<file path="config.mk">
export PLATFORM = sky130hd
export DESIGN_NAME = tpdo_scheduler
export DESIGN_NICKNAME = d
export VERILOG_FILES = /design/src/core/tpdo_pkg.sv /design/src/core/tpdo_scheduler.sv
export SDC_FILE = /design/constraint.sdc
export NUM_CORES = 2
export LEC_CHECK = 0
export BUFFER_PORTS_ARGS = -buffer_cell sky130_fd_sc_hd__buf_4
export CAP_MARGIN = 20
export CORE_MARGIN = 3
export CORE_UTILIZATION = 45
export DETAILED_ROUTE_END_ITERATION = 8
export MAX_ROUTING_LAYER = met4
export PLACE_DENSITY = 0.72
export SLEW_MARGIN = 20
export SYNTH_ARGS = -nofsm -noshare
export SYNTH_HDL_FRONTEND = slang
export SYNTH_SLANG_ARGS = --single-unit
export TNS_END_PERCENT = 100
</file>
<file path="constraint.sdc">
create_clock -name clock -period 15.2 [get_ports clock]
set_input_delay 0 -clock clock [delete_from_list [all_inputs] [get_ports clock]]
set_output_delay 0 -clock clock [all_outputs]
set_load 0.02 [all_outputs]
</file>
<file path="src/core/tpdo_pkg.sv">
// Shared types and constants for the transmit process-data scheduler
package tpdo_pkg;

  // ----------------------------------------------------------------
  // Register map: word address = {object index, sub-index}
  // ----------------------------------------------------------------
  localparam logic [15:0] IDX_SYNC_ID = 16'h1005;
  localparam logic [15:0] IDX_COMM_BASE = 16'h1800;
  localparam logic [15:0] IDX_MAP_BASE = 16'h1A00;
  localparam logic [15:0] IDX_STATUS = 16'h2F00;
  localparam logic [7:0] SUB_COUNT = 8'h00;
  localparam logic [7:0] SUB_FRAME_ID = 8'h01;
  localparam logic [7:0] SUB_TX_TYPE = 8'h02;
  localparam logic [7:0] SUB_INHIBIT = 8'h03;
  localparam logic [7:0] SUB_EVENT_TIMER = 8'h05;
  localparam int NUM_TPDO = 2;
  localparam int NUM_MAP = 4;

  // ----------------------------------------------------------------
  // Reset values and field positions
  // ----------------------------------------------------------------
  localparam logic [31:0] SYNC_ID_RESET = 32'h0000_0080;
  localparam logic [7:0] COMM_COUNT_VALUE = 8'h05;
  localparam logic [7:0] TX_TYPE_RESET = 8'hFE;
  localparam logic [10:0] FRAME_ID_BASE0 = 11'h180;
  localparam logic [10:0] FRAME_ID_BASE1 = 11'h280;
  localparam int ID_DISABLE_BIT = 31;
  localparam logic [31:0] ID_KEEP_MASK = 32'h8000_07FF;
  localparam logic [9:0] MAX_MAP_BITS = 10'h040;
  localparam logic [7:0] TT_SYNC_ACYCLIC = 8'h00;
  localparam logic [7:0] TT_SYNC_MAX = 8'hF0;
  localparam logic [7:0] TT_SYNC_RTR = 8'hFC;
  localparam logic [7:0] TT_RTR_ONLY = 8'hFD;
  localparam logic [7:0] TT_TIMER = 8'hFE;
  localparam logic [7:0] TT_CHANGE = 8'hFF;

  // ----------------------------------------------------------------
  // Timing
  // ----------------------------------------------------------------
  localparam int unsigned CLOCK_KHZ = 250000;
  localparam int unsigned INHIBIT_UNIT_US = 100;
  localparam int unsigned EVENT_UNIT_US = 1000;
  localparam int unsigned INHIBIT_UNIT_CYCLES = INHIBIT_UNIT_US * CLOCK_KHZ / 1000;
  localparam int unsigned EVENT_PER_INHIBIT = EVENT_UNIT_US / INHIBIT_UNIT_US;

  // ----------------------------------------------------------------
  // Carriers
  // ----------------------------------------------------------------
  typedef struct packed {
    logic valid;
    logic rtr;
    logic [10:0] id;
  } rx_frame_t;

  typedef struct packed {
    logic [10:0] id;
    logic [3:0] dlc;
    logic [63:0] data;
  } tx_frame_t;

  typedef enum logic [1:0] {SCAN_FETCH, SCAN_DECIDE} scan_t;

  typedef struct packed {
    logic [31:0] frame_id;
    logic [7:0] tx_type;
    logic [15:0] inhibit;
    logic [15:0] event_timer;
    logic [2:0] map_cnt;
    logic [3:0][31:0] map;
    logic [7:0] sync_cnt;
    logic [16:0] inh_cnt;
    logic [15:0] evt_cnt;
    logic [63:0] latched;
    logic [3:0] latched_dlc;
    logic [63:0] last;
    logic sent_once;
    logic sync_hit;
    logic rtr_hit;
    logic tmr_hit;
    logic due;
    logic [63:0] due_data;
    logic [3:0] due_dlc;
  } pdo_t;

endpackage

</file>
<file path="src/core/tpdo_scheduler.sv">
// Transmit process-data scheduler with Avalon-MM register slave
//
// Register access over Avalon-MM was chosen for this implementation.
`timescale 1ns/1ps

module tpdo_scheduler #(
  parameter int unsigned INHIBIT_UNIT_CYCLES = tpdo_pkg::INHIBIT_UNIT_CYCLES
) (
  input wire logic clock,
  input wire logic rst_n,
  input wire logic [23:0] avs_address,
  input wire logic avs_read,
  input wire logic avs_write,
  input wire logic [31:0] avs_writedata,
  output logic [31:0] avs_readdata,
  output logic avs_waitrequest,
  input wire logic [6:0] node_id,
  input wire logic nmt_operational,
  input wire tpdo_pkg::rx_frame_t rx_frame,
  output tpdo_pkg::tx_frame_t tx_frame,
  output logic tx_valid,
  input wire logic tx_ready,
  output logic [15:0] obj_index,
  output logic [7:0] obj_sub,
  input wire logic [31:0] obj_value
);

  // ----------------------------------------------------------------
  // State
  // ----------------------------------------------------------------
  typedef struct packed {
    logic init;
    logic ack;
    logic [31:0] rdata;
    logic [31:0] sync_id;
    tpdo_pkg::pdo_t [1:0] pdo;
    tpdo_pkg::scan_t scan;
    logic pidx;
    logic [2:0] entry;
    logic [3:0] offset;
    logic [63:0] build;
    logic [17:0] pre_cnt;
    logic [3:0] ms_cnt;
    logic tx_busy;
    tpdo_pkg::tx_frame_t tx;
  } state_t;

  state_t st_q;
  state_t st_d;

  // ----------------------------------------------------------------
  // Helpers
  // ----------------------------------------------------------------
  // Total mapped length in bits of the first cnt entries
  function automatic logic [9:0] map_bits(logic [3:0][31:0] m, logic [2:0] cnt);
    logic [9:0] sum;
    sum = '0;
    for (int i = 0; i < tpdo_pkg::NUM_MAP; i++) begin
      if (3'(i) < cnt) begin
        sum = sum + {2'h0, m[i][7:0]};
      end
    end
    return sum;
  endfunction

  // Drop the low bytes of a value into the payload, little-endian
  function automatic logic [63:0] put_bytes(logic [63:0] buf_in, logic [3:0] off,
                                            logic [31:0] val, logic [3:0] nbytes);
    logic [63:0] r;
    r = buf_in;
    for (int i = 0; i < 4; i++) begin
      if ((i < int'(nbytes)) && (int'(off) + i < 8)) begin
        r[(int'(off) + i) * 8 +: 8] = val[i * 8 +: 8];
      end
    end
    return r;
  endfunction

  // A PDO may only act when operational, enabled and mapped
  function automatic logic pdo_active(tpdo_pkg::pdo_t p, logic op);
    return op && !p.frame_id[tpdo_pkg::ID_DISABLE_BIT] && (p.map_cnt != 3'h0);
  endfunction

  // ----------------------------------------------------------------
  // Outputs
  // ----------------------------------------------------------------
  // Waitrequest is combinational so the answer lands on the second edge
  assign avs_waitrequest = (avs_read || avs_write) && !st_q.ack;
  assign avs_readdata = st_q.rdata;
  assign tx_valid = st_q.tx_busy;
  assign tx_frame = st_q.tx;
  assign obj_index = st_q.pdo[st_q.pidx].map[st_q.entry[1:0]][31:16];
  assign obj_sub = st_q.pdo[st_q.pidx].map[st_q.entry[1:0]][15:8];

  // ----------------------------------------------------------------
  // Next-state logic
  // ----------------------------------------------------------------
  always_comb begin
    logic [15:0] idx;
    logic [7:0] sub;
    logic p;
    logic tick100;
    logic tick_ms;
    logic sync_evt;
    logic send;
    logic [63:0] sdata;
    logic [3:0] sdlc;
    logic [3:0] nbytes;
    logic [7:0] next_cnt;
    logic changed;
    tpdo_pkg::pdo_t cur;
    idx = avs_address[23:8];
    sub = avs_address[7:0];
    p = st_q.pidx;
    tick100 = 1'b0;
    tick_ms = 1'b0;
    sync_evt = 1'b0;
    send = 1'b0;
    sdata = '0;
    sdlc = '0;
    nbytes = '0;
    next_cnt = '0;
    changed = 1'b0;
    st_d = st_q;
    cur = st_q.pdo[p];

    // Identifier defaults once node_id has settled
    if (!st_q.init) begin
      st_d.init = 1'b1;
      st_d.pdo[0].frame_id = {21'h0, tpdo_pkg::FRAME_ID_BASE0 + {4'h0, node_id}};
      st_d.pdo[1].frame_id = {21'h0, tpdo_pkg::FRAME_ID_BASE1 + {4'h0, node_id}};
    end

    // Bus slave: act on first cycle, ack on the next
    st_d.ack = 1'b0;
    if ((avs_read || avs_write) && !st_q.ack && st_q.init) begin
      st_d.ack = 1'b1;
      st_d.rdata = '0;
      if (idx == tpdo_pkg::IDX_SYNC_ID && sub == tpdo_pkg::SUB_COUNT) begin
        st_d.rdata = st_q.sync_id;
        if (avs_write) begin
          st_d.sync_id = avs_writedata;
        end
      end
      for (int i = 0; i < tpdo_pkg::NUM_TPDO; i++) begin
        if (idx == tpdo_pkg::IDX_COMM_BASE + 16'(i)) begin
          case (sub)
            tpdo_pkg::SUB_COUNT: st_d.rdata = {24'h0, tpdo_pkg::COMM_COUNT_VALUE};
            tpdo_pkg::SUB_FRAME_ID: begin
              st_d.rdata = st_q.pdo[i].frame_id;
              if (avs_write) begin
                st_d.pdo[i].frame_id = avs_writedata & tpdo_pkg::ID_KEEP_MASK;
              end
            end
            tpdo_pkg::SUB_TX_TYPE: begin
              st_d.rdata = {24'h0, st_q.pdo[i].tx_type};
              if (avs_write) begin
                st_d.pdo[i].tx_type = avs_writedata[7:0];
                st_d.pdo[i].sync_cnt = '0;
                st_d.pdo[i].sent_once = 1'b0;
              end
            end
            tpdo_pkg::SUB_INHIBIT: begin
              st_d.rdata = {16'h0, st_q.pdo[i].inhibit};
              if (avs_write) begin
                st_d.pdo[i].inhibit = avs_writedata[15:0];
              end
            end
            tpdo_pkg::SUB_EVENT_TIMER: begin
              st_d.rdata = {16'h0, st_q.pdo[i].event_timer};
              if (avs_write) begin
                st_d.pdo[i].event_timer = avs_writedata[15:0];
                st_d.pdo[i].evt_cnt = '0;
              end
            end
            default: st_d.rdata = '0;
          endcase
        end
        if (idx == tpdo_pkg::IDX_MAP_BASE + 16'(i)) begin
          if (sub == tpdo_pkg::SUB_COUNT) begin
            st_d.rdata = {29'h0, st_q.pdo[i].map_cnt};
            // Zero always accepted; a new count only if it fits the frame
            if (avs_write && avs_writedata == 32'h0) begin
              st_d.pdo[i].map_cnt = 3'h0;
            end else if (avs_write && avs_writedata <= 32'(tpdo_pkg::NUM_MAP) &&
                         map_bits(st_q.pdo[i].map, avs_writedata[2:0]) <=
                         tpdo_pkg::MAX_MAP_BITS) begin
              st_d.pdo[i].map_cnt = avs_writedata[2:0];
              st_d.pdo[i].sent_once = 1'b0;
            end
          end else if (sub >= 8'h01 && sub <= 8'(tpdo_pkg::NUM_MAP)) begin
            st_d.rdata = st_q.pdo[i].map[sub[1:0] - 2'h1];
            // Entries are frozen while the PDO is mapped
            if (avs_write && st_q.pdo[i].map_cnt == 3'h0) begin
              st_d.pdo[i].map[sub[1:0] - 2'h1] = avs_writedata;
            end
          end
        end
        if (idx == tpdo_pkg::IDX_STATUS && sub == 8'(i)) begin
          st_d.rdata = {13'h0, st_q.pdo[i].due, (st_q.pdo[i].inh_cnt != 17'h0),
                        pdo_active(st_q.pdo[i], nmt_operational),
                        st_q.pdo[i].evt_cnt[7:0], st_q.pdo[i].sync_cnt};
        end
      end
    end

    // Time base: 100 us ticks, and a millisecond every tenth
    if (st_q.pre_cnt == 18'(INHIBIT_UNIT_CYCLES - 1)) begin
      st_d.pre_cnt = '0;
      tick100 = 1'b1;
      if (st_q.ms_cnt == 4'(tpdo_pkg::EVENT_PER_INHIBIT - 1)) begin
        st_d.ms_cnt = '0;
        tick_ms = 1'b1;
      end else begin
        st_d.ms_cnt = st_q.ms_cnt + 4'h1;
      end
    end else begin
      st_d.pre_cnt = st_q.pre_cnt + 18'h1;
    end

    // Payload scan: fetch each mapped object in turn, then decide
    case (st_q.scan)
      tpdo_pkg::SCAN_FETCH: begin
        if (st_q.entry < cur.map_cnt) begin
          nbytes = cur.map[st_q.entry[1:0]][6:3];
          st_d.build = put_bytes(st_q.build, st_q.offset, obj_value, nbytes);
          st_d.offset = st_q.offset + nbytes;
          st_d.entry = st_q.entry + 3'h1;
        end else begin
          st_d.scan = tpdo_pkg::SCAN_DECIDE;
        end
      end
      tpdo_pkg::SCAN_DECIDE: begin
        sdata = st_q.build;
        sdlc = st_q.offset;
        changed = !cur.sent_once || (st_q.build != cur.last);
        if (!pdo_active(cur, nmt_operational)) begin
          st_d.pdo[p].sync_hit = 1'b0;
          st_d.pdo[p].rtr_hit = 1'b0;
          st_d.pdo[p].tmr_hit = 1'b0;
        end else begin
          if (cur.tx_type == tpdo_pkg::TT_SYNC_ACYCLIC) begin
            if (cur.sync_hit) begin
              st_d.pdo[p].sync_hit = 1'b0;
              send = changed;
            end
          end else if (cur.tx_type <= tpdo_pkg::TT_SYNC_MAX) begin
            if (cur.sync_hit) begin
              st_d.pdo[p].sync_hit = 1'b0;
              next_cnt = cur.sync_cnt + 8'h1;
              if (next_cnt >= cur.tx_type) begin
                st_d.pdo[p].sync_cnt = '0;
                send = 1'b1;
              end else begin
                st_d.pdo[p].sync_cnt = next_cnt;
              end
            end
          end else if (cur.tx_type == tpdo_pkg::TT_SYNC_RTR) begin
            if (cur.sync_hit) begin
              st_d.pdo[p].sync_hit = 1'b0;
              st_d.pdo[p].latched = st_q.build;
              st_d.pdo[p].latched_dlc = st_q.offset;
            end
            if (cur.rtr_hit) begin
              st_d.pdo[p].rtr_hit = 1'b0;
              send = 1'b1;
              sdata = cur.latched;
              sdlc = cur.latched_dlc;
            end
          end else if (cur.tx_type == tpdo_pkg::TT_RTR_ONLY) begin
            if (cur.rtr_hit) begin
              st_d.pdo[p].rtr_hit = 1'b0;
              send = 1'b1;
            end
          end else if (cur.tx_type == tpdo_pkg::TT_TIMER) begin
            if (cur.tmr_hit) begin
              st_d.pdo[p].tmr_hit = 1'b0;
              send = 1'b1;
            end
          end else if (cur.tx_type == tpdo_pkg::TT_CHANGE) begin
            st_d.pdo[p].tmr_hit = 1'b0;
            send = cur.tmr_hit || (changed && !cur.due);
          end else begin
            // Reserved types never transmit
            st_d.pdo[p].sync_hit = 1'b0;
            st_d.pdo[p].rtr_hit = 1'b0;
            st_d.pdo[p].tmr_hit = 1'b0;
          end
        end
        if (send) begin
          st_d.pdo[p].due = 1'b1;
          st_d.pdo[p].due_data = sdata;
          st_d.pdo[p].due_dlc = sdlc;
        end
        st_d.scan = tpdo_pkg::SCAN_FETCH;
        st_d.pidx = !st_q.pidx;
        st_d.entry = '0;
        st_d.offset = '0;
        st_d.build = '0;
      end
      default: st_d.scan = tpdo_pkg::SCAN_FETCH;
    endcase

    // Transmit side: frame held until the controller takes it
    if (st_q.tx_busy && tx_ready) begin
      st_d.tx_busy = 1'b0;
    end

    sync_evt = rx_frame.valid && !rx_frame.rtr &&
               (rx_frame.id == st_q.sync_id[10:0]) && nmt_operational;

    for (int i = 0; i < tpdo_pkg::NUM_TPDO; i++) begin
      // Inhibit countdown on the 100 us tick
      if (tick100 && st_q.pdo[i].inh_cnt != 17'h0) begin
        st_d.pdo[i].inh_cnt = st_q.pdo[i].inh_cnt - 17'h1;
      end
      // Event timer runs for the asynchronous types only
      if (tick_ms && st_q.pdo[i].event_timer != 16'h0 &&
          st_q.pdo[i].tx_type >= tpdo_pkg::TT_TIMER &&
          pdo_active(st_q.pdo[i], nmt_operational)) begin
        if (st_q.pdo[i].evt_cnt + 16'h1 >= st_q.pdo[i].event_timer) begin
          st_d.pdo[i].evt_cnt = '0;
          st_d.pdo[i].tmr_hit = 1'b1;
        end else begin
          st_d.pdo[i].evt_cnt = st_q.pdo[i].evt_cnt + 16'h1;
        end
      end
      // Leaving operational drops anything still pending
      if (!pdo_active(st_q.pdo[i], nmt_operational)) begin
        st_d.pdo[i].due = 1'b0;
      end else if (st_q.pdo[i].due && st_q.pdo[i].inh_cnt == 17'h0 &&
                   !st_d.tx_busy) begin
        // Lower PDO wins when both are ready in one cycle
        st_d.tx_busy = 1'b1;
        st_d.tx.id = st_q.pdo[i].frame_id[10:0];
        st_d.tx.dlc = st_q.pdo[i].due_dlc;
        st_d.tx.data = st_q.pdo[i].due_data;
        st_d.pdo[i].due = 1'b0;
        st_d.pdo[i].last = st_q.pdo[i].due_data;
        st_d.pdo[i].sent_once = 1'b1;
        st_d.pdo[i].evt_cnt = '0;
        // One extra unit because the first tick may arrive at once
        st_d.pdo[i].inh_cnt = (st_q.pdo[i].inhibit == 16'h0) ? 17'h0 :
                              {1'b0, st_q.pdo[i].inhibit} + 17'h1;
      end
      // Incoming events are set last so a set beats a same-cycle clear
      if (sync_evt) begin
        st_d.pdo[i].sync_hit = 1'b1;
      end
      if (rx_frame.valid && rx_frame.rtr && nmt_operational &&
          !st_q.pdo[i].frame_id[tpdo_pkg::ID_DISABLE_BIT] &&
          rx_frame.id == st_q.pdo[i].frame_id[10:0]) begin
        st_d.pdo[i].rtr_hit = 1'b1;
      end
    end
  end

  // ----------------------------------------------------------------
  // State register
  // ----------------------------------------------------------------
  always_ff @(posedge clock or negedge rst_n) begin
    if (!rst_n) begin
      st_q <= '0;
      st_q.sync_id <= tpdo_pkg::SYNC_ID_RESET;
      st_q.pdo[0].tx_type <= tpdo_pkg::TX_TYPE_RESET;
      st_q.pdo[1].tx_type <= tpdo_pkg::TX_TYPE_RESET;
      st_q.scan <= tpdo_pkg::SCAN_FETCH;
    end else begin
      st_q <= st_d;
    end
  end

endmodule // tpdo_scheduler

</file>
==> flow_metrics.env <==
export IMPL_finalHoldViolCount=0
export IMPL_grt_pass1_vias=49599
export IMPL_nFillCells=11850
export IMPL_dieWidth_um=378
export IMPL_status="finished, final reports clean"
export IMPL_grt_usage=0.296
export IMPL_irDropWorstVdd_mv=0.0995
export IMPL_wl_mm=208
export IMPL_path_buf_inv=3
export IMPL_cts_resized=0
export IMPL_finalMaxSlewViolations=0
export IMPL_worst_clock_skew_ns=0.0978
export IMPL_grt_overflow_total=0
export IMPL_io_buffers=250
export IMPL_cpMostUsedCell="buf_4"
export IMPL_min_from="avs_writedata[25]"
export IMPL_ys_flop_type="dfrtp_1"
export IMPL_powerDensity_nw_per_um2=91.9
export IMPL_p_sw_frac=0.234
export IMPL_insertion_delay_ns=0.80
export IMPL_grt_start_max_net_pins=181
export IMPL_top_layer_used="met4"
export IMPL_seq_power_share=0.473
export IMPL_path_max_fanout=79
export IMPL_routed_wl_met3_mm=18.2
export IMPL_via_count=50204
export IMPL_met1_length_mm=87.5
export IMPL_nets=6396
export IMPL_met2_length_mm=91.9
export IMPL_slew_limit_headroom=0.168
export IMPL_avgSynthCellArea_um2=10.2
export IMPL_ioPinCount=251
export IMPL_syn_area_um2=62200
export IMPL_r2r_end="st_q[237]"
export IMPL_gp_congestion=1.01
export IMPL_antenna_found_initial=10
export IMPL_first_pass_iters=7
export IMPL_fmax_mhz=148
export IMPL_yosysUniqueCellTypes=96
export IMPL_drive_above_1_share=0.208
export IMPL_r2r_cells=12
export IMPL_die_h_um=378
export IMPL_cts_tree="yes"
export IMPL_cts_sinks=1139
export IMPL_synth_seq_cells=1139
export IMPL_cts_inserted_buffers=120
export IMPL_dp_hpwl_mm=141
export IMPL_routedWlPerCell_um=25.9
export IMPL_syn2layout_area_growth_pct=12.7
export IMPL_final_setup_tns_ns=0
export IMPL_start_kind="flip-flop"
export IMPL_post_cts_setup_buffer_count=0
export IMPL_tightest_slew_ns=1.24
export IMPL_syn_num_nets=6337
export IMPL_synth_edff_count=0
export IMPL_h_tree_depth=3
export IMPL_yosysSeqAreaShare=0.459
export IMPL_timing_rr_start="st_q[173]"
export IMPL_die_area_um2=143000
export IMPL_p_comb_frac=0.038
export IMPL_rows=135
export IMPL_critPathTopFamily="simple AND/OR/NAND/NOR gates"
export IMPL_cp_slowest_cell="dfrtp_4"
export IMPL_switching_power_w=0.00151
export IMPL_layout_min_cycle_time_ns=6.74
export IMPL_synth_cells=6090
export IMPL_cts_root_buf="clkbuf_16"
export IMPL_rsz0062_at_grt="no"
export IMPL_power_leakage_nw=32.6
export IMPL_via_per_inst=6.24
export IMPL_setup_viol=0
export IMPL_cap_violations=0
export IMPL_min_path_type="primary input to flip-flop"
export IMPL_r2r_setup_slack_ns=8.46
export IMPL_finalCritPeriodShare=0.443
export IMPL_p_int_w=0.00493
export IMPL_cp_end_kind="flip-flop"
export IMPL_clock_power_share=0.488
export IMPL_path_clk_slew_ns=0.06
export IMPL_grt_first_pass_wirelength_mm=313
export IMPL_crit_path_max_incr_delay_ns=0.99
export IMPL_utilization=0.514
export IMPL_core_region_area_um2=136000
export IMPL_drtIter0Drc=5751
export IMPL_cp_cell_sequence="buf_12 -> buf_4 -> mux2i_1 -> xnor2_1 -> nor4_1 -> nand4_1 -> nor3_1 -> and2_1 -> o2111ai_2 -> nand4_4 -> buf_4 -> mux2_2"
export IMPL_path_class="flip-flop to flip-flop"
export IMPL_hold_depth=3
export IMPL_start_util=0.456
export IMPL_cts_buffer_depth=3
export IMPL_holdPathEnd="st_q[928]"
export IMPL_ys_async_sr_fraction=1.00
export IMPL_ant_nets=0
export IMPL_worst_ep_required_time_ns=15.85
export IMPL_ys_warn_count=0
export IMPL_drc=0
export IMPL_arrival_ns=7.39
==> what timing repair did <==
item                                   in CTS  in global routing
endpoints found under the hold margin     555                  0
setup endpoints to repair                   0                  0
hold buffers                              117                  0
==> metrics by stage <==
stage | setup slack, ns | hold slack (ns) | total power [W] | instances | area [um2]
floorplan | 9.78 | -0.296 | 0.00317 | 6090 | 62200
global placement | 8.80 | 0.127 | 0.00332 | 7690 | 64600
detailed placement | 8.67 | 0.121 | 0.00332 | 7691 | 64600
CTS | 8.56 | 0.0445 | 0.00647 | 8033 | 70100
global route | 8.37 | 0.0973 | 0.00662 | 8041 | 70100
finish | 8.46 | 0.101 | 0.00644 | 8043 | 70100
==> final cells by class <==
class | count | area, um2 | share of cell area
Sequential cell | 1139 | 28500 | 0.407
Antenna cell | 10 | 25.0 | 0.000357
Tap cell | 1781 | 2230 | 0.0318
Multi-Input combinational cell | 4328 | 30900 | 0.440
Timing Repair Buffer | 438 | 3700 | 0.0527
Inverter | 122 | 458 | 0.00653
Clock buffer | 177 | 3610 | 0.0515
Clock inverter | 48 | 698 | 0.00996
==> cell usage in the layout (no fill, tap or decap), types with 15 or more instances in the layout <==
cell / Yosys / routed
o211ai_1: 54 / 54
o21a_1: 19 / 19
a22oi_1: 56 / 56
xor2_1: 72 / 72
a31oi_1: 112 / 112
ha_1: 126 / 125
or3_1: 24 / 22
or2_2: 27 / 27
nand2b_1: 21 / 21
mux2_1: 40 / 40
o22ai_1: 35 / 35
mux4_2: 120 / 120
a221o_1: 28 / 28
buf_4: 125 / 312
nor2b_1: 56 / 56
clkinv_2: 0 / 21
nand4_1: 35 / 35
inv_1: 120 / 120
a221oi_1: 41 / 41
dlygate4sd3_1: 0 / 116
o21ai_0: 360 / 360
and2_1: 50 / 50
nor2_1: 326 / 323
nor4_1: 55 / 54
a21o_1: 27 / 27
mux2i_1: 160 / 160
nand2_1: 1022 / 1020
clkbuf_16: 0 / 120
and3_1: 88 / 88
a21oi_1: 180 / 178
a211oi_1: 42 / 42
o31ai_1: 22 / 22
dfstp_2: 15 / 15
clkbuf_1: 301 / 18
xnor2_1: 134 / 134
mux2_2: 556 / 556
clkbuf_8: 0 / 39
dfrtp_1: 1124 / 1120
nor3_1: 90 / 87
nand3_1: 122 / 122
==> Yosys cell counts, types with 41 or more instances <==
library cell	count	share of area
dfrtp_1	1124	0.45
nand2_1	1022	0.062
mux2_2	556	0.10
o21ai_0	360	0.029
nor2_1	326	0.020
clkbuf_1	301	0.018
a21oi_1	180	0.014
mux2i_1	160	0.026
xnor2_1	134	0.019
ha_1	126	0.025
buf_4	125	0.015
nand3_1	122	0.0098
inv_1	120	0.0072
mux4_2	120	0.043
a31oi_1	112	0.011
nor3_1	90	0.0072
and3_1	88	0.0089
xor2_1	72	0.010
a22oi_1	56	0.0068
nor2b_1	56	0.0056
nor4_1	55	0.0055
o211ai_1	54	0.0065
and2_1	50	0.0050
a211oi_1	42	0.0051
a221oi_1	41	0.0058
buf_2	41	0.0033
==> logic make-up after synthesis <==
family / synth area share
XOR/XNOR: 0.0290
AO/OA/AOI/OAI: 0.114
other: 0.0000603
AND/OR/NAND/NOR: 0.146
multiplexers: 0.177
buffers and inverters: 0.0469
adder cells (fa/ha/maj): 0.0276
flip-flops: 0.459
==> flip-flops by register name, summed over array words and instances (netlist names) <==
| signal | count |
|---|---|
| avs_readdata | 32 |
| tx_valid | 1 |
| st_q | 1027 |
| tx_frame | 79 |
==> per-layer routing <==
| metal | vias to the layer above | track usage |
|---|---|---|
| li1 | 21787 | - |
| met1 | 25343 | 0.392 |
| met2 | 2462 | 0.436 |
| met3 | 612 | 0.0632 |
| met4 | 0 | 0.132 |
| met5 | - | - |
==> worst max path at each step <==
| stage | slack (ns) | depth (start not counted) | startpoint | to |
|---|---|---|---|---|
| 6_report | 8.46 | 12 | st_q[173] | st_q[237] |
| 5_1_grt | 8.37 | 12 | st_q[173] | st_q[237] |
| 4_1_cts | 8.56 | 12 | st_q[173] | st_q[237] |
| 3_5_place_dp | 8.67 | 12 | st_q[173] | st_q[177] |
| 3_3_place_gp | 8.80 | 12 | st_q[173] | st_q[681] |
| 2_1_floorplan | 9.78 | 29 | avs_writedata[0] | st_q[550] |
==> worst min-delay path, delay by kind of cell <==
family / cells / cell delay (ns)
muxes: 1 / 0.15
buffers and inverters: 2 / 0.70
==> power groups by stage <==
stage	sequential, W	clock [W]	combinational, W
after detailed placement	0.00310	0	0.000221
after CTS	0.00305	0.00318	0.000244
final	0.00305	0.00315	0.000246
after global placement	0.00310	0	0.000220
after floorplan	0.00310	0	0.0000761
after global routing	0.00305	0.00330	0.000264
Note: power is estimated with default switching activity, not from simulation.
